[src/canes_pkg.sv]
package canes_pkg;
  // Register map and field positions
  localparam logic [7:0] CANES_GIT_ADDR = 8'h9B;
  localparam logic [7:0] CANES_TEC_ADDR = 8'h9C;
  localparam logic [7:0] CANES_REC_ADDR = 8'h9D;
  localparam int CANES_BIT_SUMMARY = 7;
  localparam int CANES_BIT_RSVD = 6;
  localparam int CANES_BIT_TIMER = 5;
  localparam int CANES_BIT_BUF = 4;
  localparam int CANES_BIT_STUFF = 3;
  localparam int CANES_BIT_CRC = 2;
  localparam int CANES_BIT_FORM = 1;
  localparam int CANES_BIT_ACK = 0;
  localparam logic [7:0] CANES_GIT_RESET = 8'h00;
  localparam logic [7:0] CANES_CNT_RESET = 8'h00;
  localparam logic [15:0] CANES_TIMER_RESET = 16'h0000;
  localparam logic [15:0] CANES_TIMER_MAX = 16'hFFFF;
  // Bit stream checking
  localparam logic [2:0] CANES_STUFF_RUN = 3'h5;
  localparam logic [14:0] CANES_CRC_POLY = 15'h4599;
  localparam logic [14:0] CANES_CRC_RESET = 15'h0000;
  // Fault confinement steps
  localparam logic [7:0] CANES_TX_ERR_STEP = 8'h08;
  localparam logic [7:0] CANES_RX_ERR_STEP = 8'h01;
  localparam logic [7:0] CANES_CNT_MAX = 8'hFF;
  localparam logic [7:0] CANES_REC_PASSIVE_TOP = 8'h7F;

  typedef enum logic [6:0] {
    CANES_FLD_OTHER = 7'h01,
    CANES_FLD_FRAME = 7'h02,
    CANES_FLD_CRC = 7'h04,
    CANES_FLD_CRC_DELIM = 7'h08,
    CANES_FLD_ACK_SLOT = 7'h10,
    CANES_FLD_ACK_DELIM = 7'h20,
    CANES_FLD_EOF = 7'h40
  } canes_field_type;

  typedef struct packed {
    logic stuffErr;
    logic crcErr;
    logic formErr;
    logic ackErr;
  } canes_err_type;

  typedef struct packed {
    logic [7:0] addr;
    logic wrEn;
    logic [7:0] wrData;
  } canes_sfr_req_type;
endpackage

[src/canes_error_status.sv]
`timescale 1ns/1ps
// What this block does
// - Bit 7 mirrors every controller interrupt request
// - Timer wrap FFFF to 0000 sets bit 5
// - Timer flag with enable raises interrupt
// - Buffer full sets sticky bit 4
// - Sixth equal consecutive bit sets bit 3
// - Error flags interrupt-capable, sticky until cleared
// - CRC over destuffed SOF through data
// - CRC mismatch sets bit 2
// - Fixed-form violations set bit 1
// - Recessive acknowledge slot sets bit 0
// - Defined bits reset to zero
// - Read-only transmit error counter, reset zero
// - Read-only receive error counter, reset zero
// - General error interrupt gated by its enable
// - Buffer interrupt gated by its enable
module canes_error_status (
  // Clock and reset
  input wire logic clk,
  input wire logic rst,
  // SFR access
  input canes_pkg::canes_sfr_req_type sfrReq,
  output logic [7:0] sfrRdData,
  // Interrupt enables held elsewhere, plus another interrupt request
  input wire logic timerWrapIrqEnable,
  input wire logic generalErrorIrqEnable,
  input wire logic bufferIrqEnable,
  input wire logic otherIrq,
  // Controller events
  input wire logic timerTick,
  input wire logic rxBufferFull,
  input wire logic isTransmitter,
  input wire logic txFrameOk,
  input wire logic rxFrameOk,
  // Sampled bus bits
  input wire logic bitValid,
  input wire logic rxBit,
  input wire logic frameStart,
  input canes_pkg::canes_field_type frameField,
  output logic destuffedValid,
  // Interrupt request and counters
  output logic controllerIrq,
  output logic [15:0] canTimer,
  output logic [7:0] txErrorCount,
  output logic [7:0] rxErrorCount
);
  import canes_pkg::*;

  logic [5:0] flags_q, flags_d;
  logic [15:0] timer_q, timer_d;
  logic [7:0] tec_q, tec_d, rec_q, rec_d;
  logic [2:0] runLen_q, runLen_d;
  logic lastBit_q, lastBit_d;
  logic [14:0] crc_q, crc_d, rxCrc_q, rxCrc_d;
  logic [7:0] rdData_q, rdData_d;
  canes_err_type err;
  logic stuffHit, crcHit, formHit, ackHit;
  logic timerWrap, gitWrite, stuffed, stuffBit, useBit;
  logic timerIrq, bufIrq, generalIrq;

  function automatic logic [14:0] crcStep(input logic [14:0] crc, input logic b);
    logic [14:0] sh;
    sh = {crc[13:0], 1'b0};
    crcStep = (b ^ crc[14]) ? (sh ^ CANES_CRC_POLY) : sh;
  endfunction

  function automatic logic [7:0] satAdd(input logic [7:0] v, input logic [7:0] s);
    logic [8:0] sum;
    sum = {1'b0, v} + {1'b0, s};
    satAdd = sum[8] ? CANES_CNT_MAX : sum[7:0];
  endfunction

  assign stuffed = (frameField == CANES_FLD_FRAME) || (frameField == CANES_FLD_CRC);
  assign gitWrite = sfrReq.wrEn && (sfrReq.addr == CANES_GIT_ADDR);

  // Destuffing and stuff check
  always_comb begin
    logic [2:0] base;
    logic lb;
    base = frameStart ? 3'h0 : runLen_q;
    lb = frameStart ? ~rxBit : lastBit_q;
    runLen_d = runLen_q;
    lastBit_d = lastBit_q;
    stuffBit = 1'b0;
    stuffHit = 1'b0;
    if (bitValid && stuffed) begin
      if (base == CANES_STUFF_RUN) begin
        stuffBit = 1'b1;
        stuffHit = (rxBit == lb);
        runLen_d = 3'h1;
      end else if (rxBit == lb) begin
        runLen_d = base + 3'h1;
      end else begin
        runLen_d = 3'h1;
      end
      lastBit_d = rxBit;
    end
  end
  assign useBit = bitValid && stuffed && !stuffBit;
  assign destuffedValid = useBit;
  // One driver for the whole error vector
  assign err = {stuffHit, crcHit, formHit, ackHit};

  // CRC computation and frame checks
  always_comb begin
    logic [14:0] cb;
    cb = frameStart ? CANES_CRC_RESET : crc_q;
    crc_d = frameStart ? CANES_CRC_RESET : crc_q;
    rxCrc_d = rxCrc_q;
    crcHit = 1'b0;
    formHit = 1'b0;
    ackHit = 1'b0;
    if (useBit && frameField == CANES_FLD_FRAME) begin
      crc_d = crcStep(cb, rxBit);
    end
    if (useBit && frameField == CANES_FLD_CRC) begin
      rxCrc_d = {rxCrc_q[13:0], rxBit};
    end
    if (bitValid) begin
      case (frameField)
        CANES_FLD_CRC_DELIM: begin
          crcHit = (rxCrc_q != crc_q);
          formHit = !rxBit;
        end
        CANES_FLD_ACK_SLOT: ackHit = rxBit;
        CANES_FLD_ACK_DELIM: formHit = !rxBit;
        CANES_FLD_EOF: formHit = !rxBit;
        default: ;
      endcase
    end
  end

  // Timer and flags
  always_comb begin
    logic [5:0] setV, clrV;
    timer_d = timerTick ? timer_q + 16'h0001 : timer_q;
    timerWrap = timerTick && (timer_q == CANES_TIMER_MAX);
    setV = {timerWrap, rxBufferFull, err.stuffErr, err.crcErr, err.formErr, err.ackErr};
    clrV = gitWrite ? ~sfrReq.wrData[5:0] : 6'h00;
    // Set after clear so a coinciding event survives
    flags_d = (flags_q & ~clrV) | setV;
  end

  assign timerIrq = timerWrapIrqEnable && flags_q[CANES_BIT_TIMER];
  assign bufIrq = bufferIrqEnable && flags_q[CANES_BIT_BUF];
  assign generalIrq = generalErrorIrqEnable && (|flags_q[CANES_BIT_STUFF:CANES_BIT_ACK]);
  assign controllerIrq = timerIrq || bufIrq || generalIrq || otherIrq;

  // Error counters
  always_comb begin
    logic anyErr;
    anyErr = |err;
    tec_d = tec_q;
    rec_d = rec_q;
    if (anyErr) begin
      if (isTransmitter) begin
        tec_d = satAdd(tec_q, CANES_TX_ERR_STEP);
      end else begin
        rec_d = satAdd(rec_q, CANES_RX_ERR_STEP);
      end
    end else begin
      if (txFrameOk && tec_q != CANES_CNT_RESET) begin
        tec_d = tec_q - 8'h01;
      end
      if (rxFrameOk) begin
        // Above passive top the count snaps back into passive range
        if (rec_q > CANES_REC_PASSIVE_TOP) begin
          rec_d = CANES_REC_PASSIVE_TOP;
        end else if (rec_q != CANES_CNT_RESET) begin
          rec_d = rec_q - 8'h01;
        end
      end
    end
  end

  // Read data, one cycle after address
  always_comb begin
    case (sfrReq.addr)
      CANES_GIT_ADDR: rdData_d = {controllerIrq, 1'b0, flags_q};
      CANES_TEC_ADDR: rdData_d = tec_q;
      CANES_REC_ADDR: rdData_d = rec_q;
      default: rdData_d = 8'h00;
    endcase
  end

  always_ff @(posedge clk or posedge rst) begin
    if (rst) begin
      flags_q <= CANES_GIT_RESET[5:0];
      timer_q <= CANES_TIMER_RESET;
      tec_q <= CANES_CNT_RESET;
      rec_q <= CANES_CNT_RESET;
      runLen_q <= 3'h0;
      lastBit_q <= 1'b1;
      crc_q <= CANES_CRC_RESET;
      rxCrc_q <= CANES_CRC_RESET;
      rdData_q <= 8'h00;
    end else begin
      flags_q <= flags_d;
      timer_q <= timer_d;
      tec_q <= tec_d;
      rec_q <= rec_d;
      runLen_q <= runLen_d;
      lastBit_q <= lastBit_d;
      crc_q <= crc_d;
      rxCrc_q <= rxCrc_d;
      rdData_q <= rdData_d;
    end
  end

  assign sfrRdData = rdData_q;
  assign canTimer = timer_q;
  assign txErrorCount = tec_q;
  assign rxErrorCount = rec_q;
endmodule

[config.mk]
export PLATFORM = sky130hd
export DESIGN_NAME = canes_error_status
export DESIGN_NICKNAME = d
export VERILOG_FILES = /design/src/canes_pkg.sv /design/src/canes_error_status.sv
export SDC_FILE = /design/constraint.sdc
export NUM_CORES = 1
export LEC_CHECK = 0
export BUFFER_PORTS_ARGS = -buffer_cell sky130_fd_sc_hd__buf_2
export CAP_MARGIN = 10
export CORE_UTILIZATION = 50
export CTS_BUF_LIST = sky130_fd_sc_hd__clkbuf_16
export DETAILED_ROUTE_END_ITERATION = 16
export PLACE_DENSITY = 0.77
export SYNTH_ARGS = -nofsm -noshare
export SYNTH_HDL_FRONTEND = slang
export SYNTH_SLANG_ARGS = --single-unit
[constraint.sdc]
create_clock -name clk -period 2.8 [get_ports clk]
set_input_delay 0.42 -clock clk [delete_from_list [all_inputs] [get_ports clk]]
set_output_delay 0.42 -clock clk [all_outputs]
set_load 0.05 [all_outputs]
* After elaboration in Yosys (flattened, before gate mapping)
Cells that the tools add are included.
** Storage, ports and cells
- Register bits after elaboration :: 80
- Input port bits :: 38
- Output and inout port bits :: 42
- Word-level logic and storage cells :: 93
** Operators by class
- Add/subtract/negate cells :: 6
- Magnitude comparators :: 1
- Equality and inequality tests :: 15
- Multiplexer cells :: 29
- Bitwise logic cells :: 7
- Reduce and logical (&&, ||, !) cells :: 26
** Operators with widths (count)
- $mux W8 :: 10
- $mux W15 :: 3
- $eq A8 B8 Y1 const B :: 3
- $pmux W8 S3 :: 1
- $add A16 B1 Y16 const B :: 1
- $eq A16 B16 Y1 const B :: 1
- $reduce_bool A8 Y1 :: 2
- $sub A8 B1 Y8 const B :: 2
- $ne A15 B15 Y1 :: 1
- $not A6 Y6 :: 2
- $mux W1 :: 11
- $logic_and A1 B1 Y1 :: 10
- $add A8 B1 Y9 const B :: 1
- $add A8 B4 Y9 const B :: 1
- $mux W3 :: 3
- $gt A8 B7 Y1 const B :: 1
- $reduce_or A4 Y1 :: 2
- $eq A7 B2 Y1 const B :: 1
- $eq A7 B3 Y1 const B :: 1
- $eq A7 B4 Y1 const B :: 1
- $eq A7 B5 Y1 const B :: 1
- $eq A7 B6 Y1 const B :: 1
- $eq A7 B7 Y1 const B :: 1
- $not A7 Y7 :: 1
- other kinds (16) :: 22

* Logic depth before layout (Yosys ltp)
- Depth in word-level cells :: 8
- Depth in mapped cells :: 12
- Depth with buffers taken out :: 9

* Worst setup path after synthesis
No wires, ideal clock.
- Path kind :: input-to-reg
- From :: input frameStart
- To :: register rxCrc_q[0]
- Library setup time :: 125 ps
- Arrival time :: 2701 ps
- Required time :: 2675 ps
- Path slack :: -26 ps
- Cell stages on the path :: 9
- Path buffers :: 3
- Cell sequence :: clkbuf_1 clkbuf_1 nor2b_1 ha_1 nand3b_1 nand4b_1 nor3b_1 buf_2 mux2_2
** On the way
- Longest elaborated chain between the ends :: 7
** Ends and longest elaborated chain
- from (decl) :: RTL line canes_error_status.sv:39 : input wire logic frameStart,
- $mux W3 :: RTL line canes_error_status.sv:81 : base = frameStart ? 3'h0 : runLen_q;
- $eq A3 B3 Y1 :: RTL line canes_error_status.sv:88 : if (base == CANES_STUFF_RUN) begin
- $mux W1 :: RTL line canes_error_status.sv:88
- $mux W1 :: RTL line canes_error_status.sv:87 : if (bitValid && stuffed) begin
- $logic_not A1 Y1 :: RTL line canes_error_status.sv:100 : assign useBit = bitValid && stuffed && !stuffBit;
- $logic_and A1 B1 Y1 :: RTL line canes_error_status.sv:100
- $logic_and A1 B1 Y1 :: RTL line canes_error_status.sv:117 : if (useBit && frameField == CANES_FLD_CRC) begin
- to (signal assigned) :: RTL line canes_error_status.sv:206 : rxCrc_q <= rxCrc_d;
- to (decl) :: RTL line canes_error_status.sv:55 : logic [14:0] crc_q, crc_d, rxCrc_q, rxCrc_d;
No other way between the ends.
A chain may end at the register's enable or synchronous reset.

* Worst setup path in the final report
- From :: input frameField[5]
- To :: register rec_q[5], in the netlist rxErrorCount[5]
** On the way
- Longest elaborated chain between the ends :: 7
- Elaborated cells between the ends (all ways) :: 22
** Ends and longest elaborated chain
- from (decl) :: RTL line canes_error_status.sv:40 : input canes_pkg::canes_field_type frameField,
- $eq A7 B7 Y1 (tied with other cells) :: RTL line canes_error_status.sv:121 : case (frameField)
- $reduce_or A3 Y1 (no source line) or $logic_or A1 B1 Y1 (tied branches)
- $mux W1 or $logic_and A1 B1 Y1 (tied branches)
- $mux W1 (on tied branches) :: RTL line canes_error_status.sv:120, canes_error_status.sv:87
- $reduce_or A4 Y1 (*) :: RTL line canes_error_status.sv:153 : anyErr = |err;
- $ne A2 B2 Y1 (no source line) (tied with other cells)
- $reduce_and A3 Y1 (no source line)
- to (signal assigned) :: RTL line canes_error_status.sv:202 : rec_q <= rec_d;
- to (decl) :: RTL line canes_error_status.sv:52 : logic [7:0] tec_q, tec_d, rec_q, rec_d;
Every way passes the cells marked *; elsewhere a longest branch is shown, timed or not.

==> reports/qor.yml <==
routed_wl_um: 10600
antenna_found_initial: 1
die_x_um: 96.2
slew_headroom: 0.544
die_h_um: 96.2
skew_ps: 8.35
worstPathArrival_ps: 2940
finalMaxSlewViolations: 0
track_usage: 0.241
drive_above_1_share: 0.268
power_density_mw_per_mm2: 708
p_leak_nw: 2.65
cts.path.max_buffers: 2
wl_per_cell_um: 16.1
portBuffers: 77
post-place-ws_ps: -10.7
dr.pass1.iters: 4
reg2regPathDepth: 8
area_growth_pct: 20.9
setup_violations: 0
hold_violations: 0
fin_nets: 596
cp_max_fo: 5
synth_area_sq_mm: 0.00443
rsz0062_at_grt: "yes"
synth_edf_count: 0
r2r_start: "crc_q[12]$_DFF_PP0_"
grt_overflow_total: 0
r2r_slack_ps: 120
ant_nets: 0
cts_tree: "built"
grt_first_pass_wirelength_um: 16900
num_rows: 33
ys_async_sr_fraction: 1.00
cts_sinks: 80
grt_pass1_vias: 3625
seq_area_frac_synth: 0.452
max_cap_violations: 0
avgSynthCellArea_sq_um: 9.68
dp_hpwl_um: 7620
required_ps: 3040
cts_inserted_buffers: 9
fin_crit_ps: 2700
critical_path_class: "in2reg"
vdd_drop_max_v: 0.000790
timing.rr.end: "txErrorCount[4]$_DFFE_PP0P_"
place_congestion: 0.875
tightest_slew_ps: 679
h-tree-depth: 3
setup_slack_ps: 104
initial_core_util: 0.529
crit_path_start_kind: "input pin"
fmax_ghz: 0.371
io_pins: 80
post-route-drc-count: 0
syn_nets: 506
hold_class: "in2async"
core_sq_mm: 0.00838
p_total_mw: 3.79
die-area_sq_mm: 0.00925
status: "completed"
clock-root-buffer: "clkbuf_16"
ys_types: 57
grt_max_degree: 52
synthFlopType: "dfrtp_1"
ys_seq_elements: 80
vias: 3812
clk_latency_ps: 340
clkTransAtPathRegs_ps: 70
syn_inst: 458
drtIter0Drc: 221
avgViaCountPerCell: 5.78
endpoint_kind: "register"
synth_warnings: 0
fin_crit_sh: 0.963
==> registers in the layout (all words and copies together), names as in the netlist <==
| signal | cells |
|---|---|
| lastBit_q | 1 |
| rxCrc_q | 15 |
| canTimer | 16 |
| crc_q | 15 |
| flags_q | 6 |
| txErrorCount | 8 |
| rxErrorCount | 8 |
| runLen_q | 3 |
| sfrRdData | 8 |
==> Yosys cell counts (8+ instances only) <==
master     n  share of area
o21ai_0   33          0.037
dfrtp_1   79           0.45
o22ai_1    8          0.011
nand4_1   13          0.018
a22oi_1    8          0.014
a21oi_1   18          0.020
nand2_1   58          0.049
ha_1      10          0.028
nor2_1    22          0.019
inv_1     18          0.015
clkbuf_1  15          0.013
xnor2_1   13          0.026
nand2b_1   8          0.011
mux2_2    19          0.048
nor3_1     8         0.0090
mux2i_1   16          0.036
xor2_1    25          0.049
==> routing by layer <==
metal | share of wire | GRT usage | up-vias | routed length [um]
li1 | - | - | 1815 | -
met1 | 0.43 | 0.303 | 1867 | 4550
met2 | 0.50 | 0.392 | 109 | 5320
met3 | 0.051 | 0.0671 | 21 | 541
met4 | 0.020 | 0.0995 | 0 | 215
met5 | 0 | 0 | - | 0
==> worst max-delay path by stage <==
stage / slack [ps] / end / from
2_1_floorplan: 30 / txErrorCount[4]$_DFFE_PP0P_ / frameStart
3_3_place_gp: 40 / rxErrorCount[5]$_DFFE_PP0P_ / frameField[5]
3_5_place_dp: -10 / rxErrorCount[5]$_DFFE_PP0P_ / frameField[5]
4_1_cts: 40 / txErrorCount[7]$_DFFE_PP0P_ / crc_q[5]$_DFF_PP0_
5_1_grt: -10 / txErrorCount[4]$_DFFE_PP0P_ / crc_q[12]$_DFF_PP0_
6_report: 100 / rxErrorCount[5]$_DFFE_PP0P_ / frameField[5]
==> critical path: stages <==
cell,delay (ps)
buf_2,100
or3_1,400
or4_4,550
nor3_4,320
a211oi_4,70
buf_4,200
buf_4,140
mux2_4,290
and4_4,190
nor4_2,250
==> report_power, final <==
group / internal (mW) / switching, mW / total (mW)
clock: 0.615 / 0.511 / 1.13
sequential: 1.29 / 0.244 / 1.54
combinational: 0.332 / 0.801 / 1.13
total: 2.24 / 1.56 / 3.79
==> area by class of cell <==
| type | count | area, sq um |
|---|---|---|
| fill | 688 | 3020 |
| multi-input combinational | 340 | 2310 |
| sequential | 80 | 2000 |
| timing repair buffer | 99 | 567 |
| clock buffer | 9 | 225 |
| tap | 105 | 131 |
| inverter | 18 | 67.6 |
| clock inverter | 7 | 56.3 |
| antenna | 1 | 2.50 |
==> cells in the final DEF (no fill, tap or decap), types with 2 or more instances in the layout <==
cell type	n
dfrtp_1	79
buf_2	77
nand2_1	58
o21ai_0	33
xor2_1	25
nor2_1	22
buf_4	20
mux2_2	19
a21oi_1	18
inv_1	17
mux2i_1	16
nand4_1	13
xnor2_1	13
ha_1	10
clkbuf_16	9
nor3_1	8
nand2b_1	8
a22oi_1	8
o22ai_1	8
nand3_1	7
a31oi_1	7
nor2b_1	7
nor4_1	6
or3_1	6
o211ai_1	5
inv_6	5
and2_1	4
and4_1	3
and3_1	3
nor4_2	2
nand4b_1	2
nor3b_1	2
o41ai_1	2
o311ai_0	2
==> per-stage QoR <==
step	TNS, ps	hold slack, ps	util	cells	instance area [sq um]
2_1_floorplan	0	446	-	458	4440
3_3_place_gp	0	457	0.599	638	5020
3_5_place_dp	-10.7	463	0.599	638	5020
4_1_cts	0	181	0.633	654	5310
5_1_grt	-14.4	206	0.639	658	5360
6_report	0	153	0.639	659	5360
==> kinds of logic after synthesis <==
group           share of synthesized area
fa+ha+maj                          0.0282
buf+inv                            0.0364
flops                               0.452
mux                                0.0909
simple gates                        0.186
compound gates                      0.132
xor+xnor                           0.0751
==> timing repair <==
action,in CTS,in global routing
resized for setup,0,3
buffers inserted,0,3
hold buffers,0,0
endpoints found under the setup margin,0,10
Power figures use the tool's default switching activity.
